--- config.mk ---
export PLATFORM = sky130hd
export DESIGN_NAME = sdp_packer
export DESIGN_NICKNAME = d
export VERILOG_FILES = /design/src/sdp_pkg.sv /design/src/sdp_packer.sv
export SDC_FILE = /design/constraint.sdc
export NUM_CORES = 1
export LEC_CHECK = 0
export ABC_AREA = 1
export BUFFER_PORTS_ARGS = -buffer_cell sky130_fd_sc_hd__buf_2
export CAP_MARGIN = 5
export CORE_MARGIN = 2
export CORE_UTILIZATION = 34
export CTS_CLUSTER_SIZE = 30
export DETAILED_ROUTE_END_ITERATION = 8
export PLACE_DENSITY = 0.46
export SETUP_SLACK_MARGIN = 0.2
export SYNTH_ARGS = -nofsm -noshare
export SYNTH_HDL_FRONTEND = slang
export SYNTH_SLANG_ARGS = --single-unit
export TNS_END_PERCENT = 20
--- constraint.sdc ---
create_clock -name mclk -period 3.8 [get_ports mclk]
set_input_delay 0.76 -clock mclk [delete_from_list [all_inputs] [get_ports mclk]]
set_output_delay 0.76 -clock mclk [all_outputs]
set_load 0.05 [all_outputs]
--- src/sdp_pkg.sv ---
// Shared constants and types for the dual-channel frame payload packer
`default_nettype none
package sdp_pkg;

   // --------------------------------------------------------------
   // Widths and counts
   // --------------------------------------------------------------
   localparam int CH1_W = 16;           // Fast channel 1 value width
   localparam int CH2_W = 8;            // Fast channel 2 value width
   localparam int NIB_W = 4;            // Bits per nibble
   localparam int NUM_DATA_NIB = 6;     // Data nibbles per frame
   localparam int NUM_CH1_NIB = 4;      // Data nibbles taken by channel 1
   localparam int FIFO_DEPTH = 8;       // Sample sets buffered ahead

   // --------------------------------------------------------------
   // Status and communication nibble bit positions
   // --------------------------------------------------------------
   localparam int ST_CH1_ERR = 0;       // Channel 1 error flag
   localparam int ST_CH2_ERR = 1;       // Channel 2 error flag
   localparam int ST_SER_LO = 2;        // Serial data channel, low bit
   localparam int ST_SER_HI = 3;        // Serial data channel, high bit

   // --------------------------------------------------------------
   // Data nibble slots (index 0 is data nibble one)
   // --------------------------------------------------------------
   localparam int NIB_TOP = 0;          // top_nibble of channel 1
   localparam int NIB_UPPER_MID = 1;    // upper_middle_nibble of channel 1
   localparam int NIB_LOWER_MID = 2;    // lower_middle_nibble of channel 1
   localparam int NIB_BOTTOM = 3;       // bottom_nibble of channel 1
   localparam int NIB_CH2_LOW = 4;      // Channel 2 bits 3..0
   localparam int NIB_CH2_HIGH = 5;     // Channel 2 bits 7..4
   localparam logic [3:0] NIB_ZERO = 4'h0;

   // --------------------------------------------------------------
   // Carriers
   // --------------------------------------------------------------
   // One measurement set from the sensor paths
   typedef struct packed {
      logic [CH1_W-1:0] ch1;
      logic [CH2_W-1:0] ch2;
      logic ch1_err;
      logic ch2_err;
      logic ch2_used;
   } sdp_sample_t;

   // One frame payload: status nibble plus six data nibbles
   typedef struct packed {
      logic [NIB_W-1:0] status;
      logic [NUM_DATA_NIB-1:0][NIB_W-1:0] data;
   } sdp_frame_t;

   // Packer states, one-hot
   typedef enum logic [1:0] {
      PK_IDLE = 2'b01,
      PK_HOLD = 2'b10
   } sdp_state_t;

   localparam sdp_frame_t FRAME_RST = '0;

endpackage
`default_nettype wire

--- src/sdp_packer.sv ---
// Sample FIFO and frame payload packer for a 16-bit plus 8-bit sensor
`timescale 1ns/100ps
`default_nettype none

// ------------------------------------------------------------------
// Sample FIFO
// ------------------------------------------------------------------
// Plain synchronous FIFO; DEPTH is expected to be a power of two or
// any value above one, pointers wrap explicitly.
module sdp_fifo
#(
   parameter int W = 8,
   parameter int DEPTH = 8
)
(
   input wire logic mclk,
   input wire logic rstn,
   input wire logic ce,
   input wire logic in_valid,
   output logic in_ready,
   input wire logic [W-1:0] in_data,
   output logic out_valid,
   input wire logic out_ready,
   output logic [W-1:0] out_data
);

   localparam int AW = $clog2(DEPTH);
   localparam int CW = $clog2(DEPTH + 1);
   localparam logic [CW-1:0] FULL_CNT = CW'(DEPTH);
   localparam logic [AW-1:0] LAST_PTR = AW'(DEPTH - 1);

   // All control state of the FIFO
   typedef struct packed {
      logic [AW-1:0] wptr;
      logic [AW-1:0] rptr;
      logic [CW-1:0] count;
   } sdp_fifo_state_t;

   sdp_fifo_state_t st_r;   // Registered pointers and fill count
   sdp_fifo_state_t st_nxt; // Next value
   logic [W-1:0] mem [DEPTH]; // Storage, no reset needed
   logic push;              // Word accepted this cycle
   logic pop;               // Word handed out this cycle

   // Advance a pointer with wrap at the last slot
   function automatic logic [AW-1:0] ptr_inc(input logic [AW-1:0] p);
      ptr_inc = (p == LAST_PTR) ? '0 : p + 1'b1;
   endfunction

   // Honest flags straight from the count
   assign in_ready = (st_r.count != FULL_CNT);
   assign out_valid = (st_r.count != '0);
   assign out_data = mem[st_r.rptr];
   assign push = ce && in_valid && in_ready;
   assign pop = ce && out_valid && out_ready;

   // Next pointers and count
   always_comb
   begin
      st_nxt = st_r;
      if (push)
      begin
         st_nxt.wptr = ptr_inc(st_r.wptr);
      end
      if (pop)
      begin
         st_nxt.rptr = ptr_inc(st_r.rptr);
      end
      // Simultaneous push and pop leaves the count alone
      if (push && !pop)
      begin
         st_nxt.count = st_r.count + 1'b1;
      end
      else if (pop && !push)
      begin
         st_nxt.count = st_r.count - 1'b1;
      end
   end

   // State register
   always_ff @(posedge mclk or negedge rstn)
   begin
      if (!rstn)
      begin
         st_r <= '0;
      end
      else
      begin
         st_r <= st_nxt;
      end
   end

   // Storage write; kept out of reset to stay a plain memory
   always_ff @(posedge mclk)
   begin
      if (push)
      begin
         mem[st_r.wptr] <= in_data;
      end
   end

endmodule

// ------------------------------------------------------------------
// Frame payload packer
// ------------------------------------------------------------------
// Functional notes
// - Exactly six data nibbles per frame.
// - Channel 1 into nibbles one to four, MSB first.
// - Channel 2 low nibble fifth, high sixth.
// - Status bit 0 flags channel 1 error.
// - Status bit 1 flags channel 2 error.
// - Unused channel 2 sends nibbles five, six zero.
// - Status bits 3 and 2 carry serial channel.
module sdp_packer
(
   input wire logic mclk,
   input wire logic rstn,
   input wire logic ce,
   input wire logic smp_valid,
   output logic smp_ready,
   input wire sdp_pkg::sdp_sample_t smp,
   input wire logic [1:0] serial_bits,
   output logic frm_valid,
   input wire logic frm_ready,
   output sdp_pkg::sdp_frame_t frm
);

   localparam int SMP_W = $bits(sdp_pkg::sdp_sample_t);

   // All control state of the packer
   typedef struct packed {
      sdp_pkg::sdp_state_t state;
      sdp_pkg::sdp_frame_t frame;
   } sdp_pk_state_t;

   sdp_pk_state_t st_r;          // Registered state and held frame
   sdp_pk_state_t st_nxt;        // Next value
   logic [SMP_W-1:0] fifo_raw;   // FIFO head as a vector
   sdp_pkg::sdp_sample_t fifo_data; // FIFO head as a sample set
   logic fifo_valid;             // A sample set waits in the FIFO
   logic fifo_pop;               // Packer takes the head this cycle
   logic capture;                // Frame start: sample set is latched

   // Build one payload from a sample set and the serial bits
   function automatic sdp_pkg::sdp_frame_t pack_frame(
      input sdp_pkg::sdp_sample_t s,
      input logic [1:0] ser
   );
      sdp_pkg::sdp_frame_t f;
      f = sdp_pkg::FRAME_RST;
      // Serial channel stays apart from the error flags
      f.status[sdp_pkg::ST_SER_HI] = ser[1];
      f.status[sdp_pkg::ST_SER_LO] = ser[0];
      f.status[sdp_pkg::ST_CH1_ERR] = s.ch1_err;
      f.status[sdp_pkg::ST_CH2_ERR] = s.ch2_err;
      // Channel 1 fills four slots, most significant nibble first
      for (int k = 0; k < sdp_pkg::NUM_CH1_NIB; k++)
      begin
         f.data[k] = s.ch1[sdp_pkg::CH1_W - sdp_pkg::NIB_W*(k+1)
                           +: sdp_pkg::NIB_W];
      end
      // Channel 2 nibbles go out in reversed order
      if (s.ch2_used)
      begin
         f.data[sdp_pkg::NIB_CH2_LOW] = s.ch2[3:0];
         f.data[sdp_pkg::NIB_CH2_HIGH] = s.ch2[7:4];
      end
      else
      begin
         f.data[sdp_pkg::NIB_CH2_LOW] = sdp_pkg::NIB_ZERO;
         f.data[sdp_pkg::NIB_CH2_HIGH] = sdp_pkg::NIB_ZERO;
      end
      pack_frame = f;
   endfunction

   // Sample sets queue here so the sensor paths need not wait on a
   // frame boundary; when it fills, smp_ready drops.
   sdp_fifo
   #(
      .W(SMP_W),
      .DEPTH(sdp_pkg::FIFO_DEPTH)
   )
   u_fifo
   (
      .mclk(mclk),
      .rstn(rstn),
      .ce(ce),
      .in_valid(smp_valid),
      .in_ready(smp_ready),
      .in_data(smp),
      .out_valid(fifo_valid),
      .out_ready(fifo_pop),
      .out_data(fifo_raw)
   );

   assign fifo_data = sdp_pkg::sdp_sample_t'(fifo_raw);

   // Only an idle packer takes a new set; a frame under way is never
   // overwritten, so the transmitter's stall backs up into the FIFO.
   assign fifo_pop = (st_r.state == sdp_pkg::PK_IDLE);
   assign capture = ce && fifo_pop && fifo_valid;
   assign frm_valid = (st_r.state == sdp_pkg::PK_HOLD);
   assign frm = st_r.frame;

   // Next state
   always_comb
   begin
      st_nxt = st_r;
      unique case (st_r.state)
         // Waiting for a sample set
         sdp_pkg::PK_IDLE:
         begin
            if (capture)
            begin
               // Whole set latched in one edge
               st_nxt.frame = pack_frame(fifo_data, serial_bits);
               st_nxt.state = sdp_pkg::PK_HOLD;
            end
         end
         // Frame offered until the transmitter takes it
         sdp_pkg::PK_HOLD:
         begin
            if (ce && frm_ready)
            begin
               st_nxt.state = sdp_pkg::PK_IDLE;
            end
         end
         // Illegal code: recover to idle
         default:
         begin
            st_nxt.state = sdp_pkg::PK_IDLE;
         end
      endcase
   end

   // State register
   always_ff @(posedge mclk or negedge rstn)
   begin
      if (!rstn)
      begin
         st_r.state <= sdp_pkg::PK_IDLE;
         st_r.frame <= sdp_pkg::FRAME_RST;
      end
      else
      begin
         st_r <= st_nxt;
      end
   end
endmodule
`default_nettype wire

* Yosys cells after proc, flatten, opt, wreduce, memory -nomap -nowiden
Memory sizes are Yosys's and may differ from the RTL's.
Index checks and enable logic that the tools add are counted.
** Word-level totals
- Register bits after elaboration :: 40
- RAM bits :: 216
- Bits of input ports :: 34
- Output and inout port bits :: 30
- Logic and storage cells :: 48
- Memories kept :: 1
** Cells by class
- Add/subtract/negate cells :: 4
- Eq/ne operators :: 7
- Mux-type cells :: 10
- Reductions and logical operators :: 15
** Memory list
- u_fifo.mem :: depth 8, bits a word 27, read ports 1, clocked after memory_dff 0, wr ports 1, line sdp_packer.sv:41 : logic [W-1:0] mem [DEPTH];
** Operators with widths (number)
- 30-bit 2-to-1 mux :: 1
- 1-bit logical AND :: 9
- 4-bit 2-to-1 mux :: 2
- 8-bit 2-to-1 mux :: 1
- 3-bit by 1-bit adder with 3-bit output (second input constant) :: 2
- 3-bit equality test (second input constant) :: 2
- 3-bit 2-to-1 mux :: 2
- 4-bit by 1-bit adder with 4-bit output (second input constant) :: 1
- 2-bit by 1-bit inequality test with 1-bit output (second input constant) :: 2
- 4-bit inequality test (second input constant) :: 1
- 2-bit one-hot mux with 2 select lines :: 1
- 2-bit AND reduction :: 2
- 4-bit nonzero test :: 1
- 4-bit by 1-bit subtractor with 4-bit output (second input constant) :: 1
- 2-bit by 1-bit equality test with 1-bit output (second input constant) :: 1
- 2-bit equality test (second input constant) :: 1
- 1-bit zero test :: 2
- 1-bit 2-to-1 mux :: 2
- 2-bit 2-to-1 mux :: 1
- 2-bit nonzero test :: 1

* Depth between registers and ports, before layout
- Depth after elaboration :: 6
- Gate-level depth with buffers :: 13
- Mapped depth without buffers :: 12

* Hierarchy
A second synthesis with hierarchy kept.
** Second synthesis, totals
- Cells, all modules :: 1203
- Area total of the unflattened synthesis :: 11482.3 um^2
** By module, submodules not included
- sdp_fifo :: instances 1, cells each 1020, area each 9974.6 um^2, seq. area each 6736.5 um^2
- sdp_packer :: instances 1, cells each 183, area each 1507.7 um^2, seq. area each 752.0 um^2

* Worst setup path before layout
No wires, ideal clock.
- Kind :: register -> register
- Start :: register u_fifo.st_r[0] (netlist bit)
- End :: memory u_fifo.mem[0][0] (netlist bit) (enable)
- Setup time :: 0.411 ns
- Data arrival time :: 2.540 ns
- Data required time :: 3.389 ns
- Path slack :: 0.850 ns
- Cell stages (with the launch flop) :: 6
- Period minus slack after synthesis :: 2.950 ns
- Cell sequence :: dfrtp_1 -> nor2_1 -> nand3_1 -> nand3_1 -> or2_2 -> nor2_1
** Between the ends
- Cells in the longest elaborated chain, start to end :: 4
** RTL lines
- from (decl) :: line sdp_packer.sv:39 : sdp_fifo_state_t st_r;
- from (signal assigned) :: line sdp_packer.sv:89 : st_r <= st_nxt;
- 4-bit inequality test :: line sdp_packer.sv:51 : assign in_ready = (st_r.count != FULL_CNT);
- net smp_ready :: line sdp_packer.sv:121 : output logic smp_ready,
- 1-bit logical AND :: line sdp_packer.sv:54 : assign push = ce && in_valid && in_ready;
- 1-bit 2-to-1 mux :: line sdp_packer.sv:96 : if (push)
- 1-bit 2-to-1 mux (implied by the code) :: line sdp_packer.sv:98 : mem[st_r.wptr] <= in_data;
- to (decl) :: line sdp_packer.sv:41
The timed path passes the listed nets, and every way through them passes these cells.

* Final worst setup path
- Start :: register u_fifo.st_r[0] (netlist bit)
- End :: memory u_fifo.mem[3][12] (netlist bit) (enable)
** Between the ends
- Cells in the longest elaborated chain, start to end :: 4
** RTL lines
- 4-bit inequality test :: line sdp_packer.sv:51
- 1-bit logical AND :: line sdp_packer.sv:54
- net u_fifo.push :: line sdp_packer.sv:42 : logic push;
- 1-bit 2-to-1 mux :: line sdp_packer.sv:96
- 1-bit 2-to-1 mux (implied by the code) :: line sdp_packer.sv:98
The timed path passes the listed nets, and every way through them passes these cells.

==> results by group <==
STA
  • Hold Worst Slack: between 0.3 and 0.4 ns
  • Unrepaired setup endpoints after global routing: no
  • Fmax: 428 MHz
  • Tmin final: about 2.3 ns
  • Transition time of the tightest slew-check pin: between 0.9 and 1 ns
  • Final Hold Viols: 0
  • Setup Viol. Count Final: 0
  • Slew Viols, Final: 0
  • Fin Setup TNS: 0 ns
  • Setup Skew: 0.00852 ns
  • Slew headroom: 0.390
  • Crit share post-route: 0.614

Logic synthesis
  • Synth Area per Inst: around 11 um^2
  • Seq/Total Area, Yosys: 0.705
  • Post-synth EDFFs: about 220
  • Asr flop ratio synth: 0.156
  • Distinct cells, synth: 27
  • Synthesized flop and latch total: 256
  • Share of the synthesized area in the top cell type: 0.611
  • Most frequent cells after synthesis: edfxtp_1, nand2_1, nor2_1, nand3_1, inv_1
  • Count leader, synth: edfxtp_1
  • Synth Warn #: 0
  • Top cells by area, synth: edfxtp_1, dfrtp_1, nand2_1, nor2_1, nand3_1
  • Post-Syn Instances: around 950
  • Synthesized cell area: 0.0106 mm^2
  • Syn Nets: 988
  • Yosys top cell by area: edfxtp_1
  • Most used DFF post-synth: edfxtp_1

Power and ir drop
  • Power after layout: approximately 9.4 mW
  • Pwr/cell area: slightly below 800 mW/mm^2
  • Peak VDD IR: 0.352 mV
  • Leakage: just under 5 nW

Global routing
  • Largest net degree at the start of global routing: 78
  • GR Util All Layers: 0.153
  • Vias in the first global route: ~6,400
  • Remaining global-route overflow: 0
  • First-pass GRT wire length: just under 40,000 um
  • Initial antenna violation count: 1

Detailed routing
  • Routed WL: 24,600 um
  • Routed wire length per instance: 17.6 um
  • Via/cell ratio: around 4.6
  • 1st-iter DRT viols: around 420
  • Pre-Repair DR Iteration Count: 5
  • Post-DRT Antenna Nets: 0
  • Total number of vias: 6,475
  • DR DRC count: 0

Place
  • Port Buf Inserts: 63
  • Detailed-placement wirelength estimate: ~13,000 um
  • Placer Congestion: roughly 0.67

Clock tree
  • Total number of clock tree sinks: 256
  • Number of buffers created by CTS: 29
  • TritonCTS clock tree: yes
  • Clock buffer depth: 3
  • Postcts setup bufs: 0
  • Htree depth: 1
  • Worst-skew pair later-pin latency: between 0.5 and 0.6 ns
  • Gates resized, CTS repair: 0
  • Clock Tree Root: clkbuf_16
  • CTS clk-pin slew, worst paths: around 0.060 ns
  • Post-CTS Hold Buffers: 0

Floorplanning
  • Horiz. Die Dim: approximately 180 um
  • DIE AREA: about 0.033 mm^2
  • Cell row count: 64
  • CORE AREA: approximately 0.03 mm^2
  • Io pins: 64
  • Die Y: around 180 um
  • Initial Utilization: 0.346

Hold path
  • Hold Path Class: in2async

Worst setup path
  • R2r worst-path depth: 7
  • Worst-path maximum fanout: 17
  • WP data arrival: between 2 and 3 ns
  • Setup crit end kind: flop
  • Critical path class: reg2reg
  • Reg-to-reg endpoint: u_fifo.mem[3][12]$_DFFE_PP_
  • Critical path's most frequent cell: nand3_1
  • Worst path required time: around 4 ns
  • Slowest-stage cell, CP: dfrtp_1
  • Critical-path cell list: nor2_1, nand3_1, nand3_1, inv_1, nand2_1, nor2_4, buf_4
  • R2R Setup Slk: roughly 1.5 ns
  • R2r startpoint: u_fifo.st_r[0]$_DFFE_PN0P_
  • Startpoint types: flop
  • Max stage delay on crit path: 0.44 ns

Flow run
  • Max Cap Violations: 0

Layout
  • Final Net Count: 1,023
  • Fillcell total: between 2,000 and 3,000
  • Share of cells above drive strength 1: 0.135
  • Syn-to-layout area delta: 14.4%

Outcome
  • Outcome: finished, final reports clean
per-layer routing:
metal  global-route usage  up-vias  wire, um
li1                     -     3211         -
met1                0.221     3120     12000
met2                0.243      116     11200
met3               0.0250       28      1090
met4               0.0335        0       356
met5                    0        -         0
kinds of logic (layout without fill, tap and decap cells):
group                      after synthesis  in the layout  synth area share
adders and majority gates                8              8            0.0101
other                                    0              1                 0
and+or+nand+nor                        421            421             0.159
DFF                                    256            256             0.705
buffers and inverters                  158            215            0.0708
xor gates and xnor gates                 4              4           0.00330
AOI/OAI and AO/OA                       99             99            0.0515
cell usage in the layout, fill, tap and decap left out, drive strengths merged, types with 3 or more instances in the layout:
master / synthesis / layout
clkbuf: 14 / 47
o21ai: 79 / 79
dfrtp: 39 / 39
nand2: 197 / 197
buf: 60 / 78
clkinv: 0 / 3
o211ai: 18 / 18
edfxtp: 216 / 216
inv: 84 / 85
nor2: 138 / 138
ha: 7 / 7
nand3: 84 / 84
state kept, by name, summed over array words and instances, names as in the netlist:
signal       count
frm             28
u_fifo.mem     216
u_fifo.st_r     10
st_r             2
worst max path at each step:
stage	slack [ns]	start	endpoint
6_report	1.47	u_fifo.st_r[0]$_DFFE_PN0P_	u_fifo.mem[3][12]$_DFFE_PP_
5_1_grt	1.21	u_fifo.st_r[4]$_DFFE_PN0P_	frm[8]$_DFFE_PN0P_
4_1_cts	1.40	u_fifo.st_r[0]$_DFFE_PN0P_	u_fifo.mem[3][8]$_DFFE_PP_
3_5_place_dp	1.17	ce	u_fifo.mem[3][18]$_DFFE_PP_
3_3_place_gp	1.22	ce	u_fifo.mem[3][18]$_DFFE_PP_
2_1_floorplan	0.85	u_fifo.st_r[0]$_DFFE_PN0P_	u_fifo.mem[0][0]$_DFFE_PP_
per-stage QoR:
step	utilization	setup WS, ns	area [um^2]	instances
floorplan	-	0.850	10600	946
global placement	0.366	1.22	11200	1346
detailed placement	0.366	1.17	11200	1346
CTS	0.396	1.40	12100	1399
global route	0.396	1.21	12100	1399
finish	0.396	1.47	12100	1400
area by class of cell:
cell class / count / area [um^2] / share of cell area
Inverter: 84 / 315 / 0.0260
Clock inverter: 6 / 83.8 / 0.00690
Clock buffer: 47 / 843 / 0.0694
Multi-Input combinational cell: 532 / 2450 / 0.202
Antenna cell: 1 / 2.50 / 0.000206
Tap cell: 396 / 495 / 0.0408
Sequential cell: 256 / 7490 / 0.617
Timing Repair Buffer: 78 / 465 / 0.0383
critical path, delay by kind of cell, from the launching register on:
family / cells / cell delay [ns]
flip-flops: 1 / 0.44
AND/OR/NAND/NOR: 5 / 0.98
buffers and inverters: 2 / 0.56
power breakdown:
group	switching, mW	internal (mW)	total, mW
combinational	2.22	0.832	3.06
sequential	0.224	3.43	3.65
clock	1.06	1.64	2.71
(Power assumes the default switching activity.)
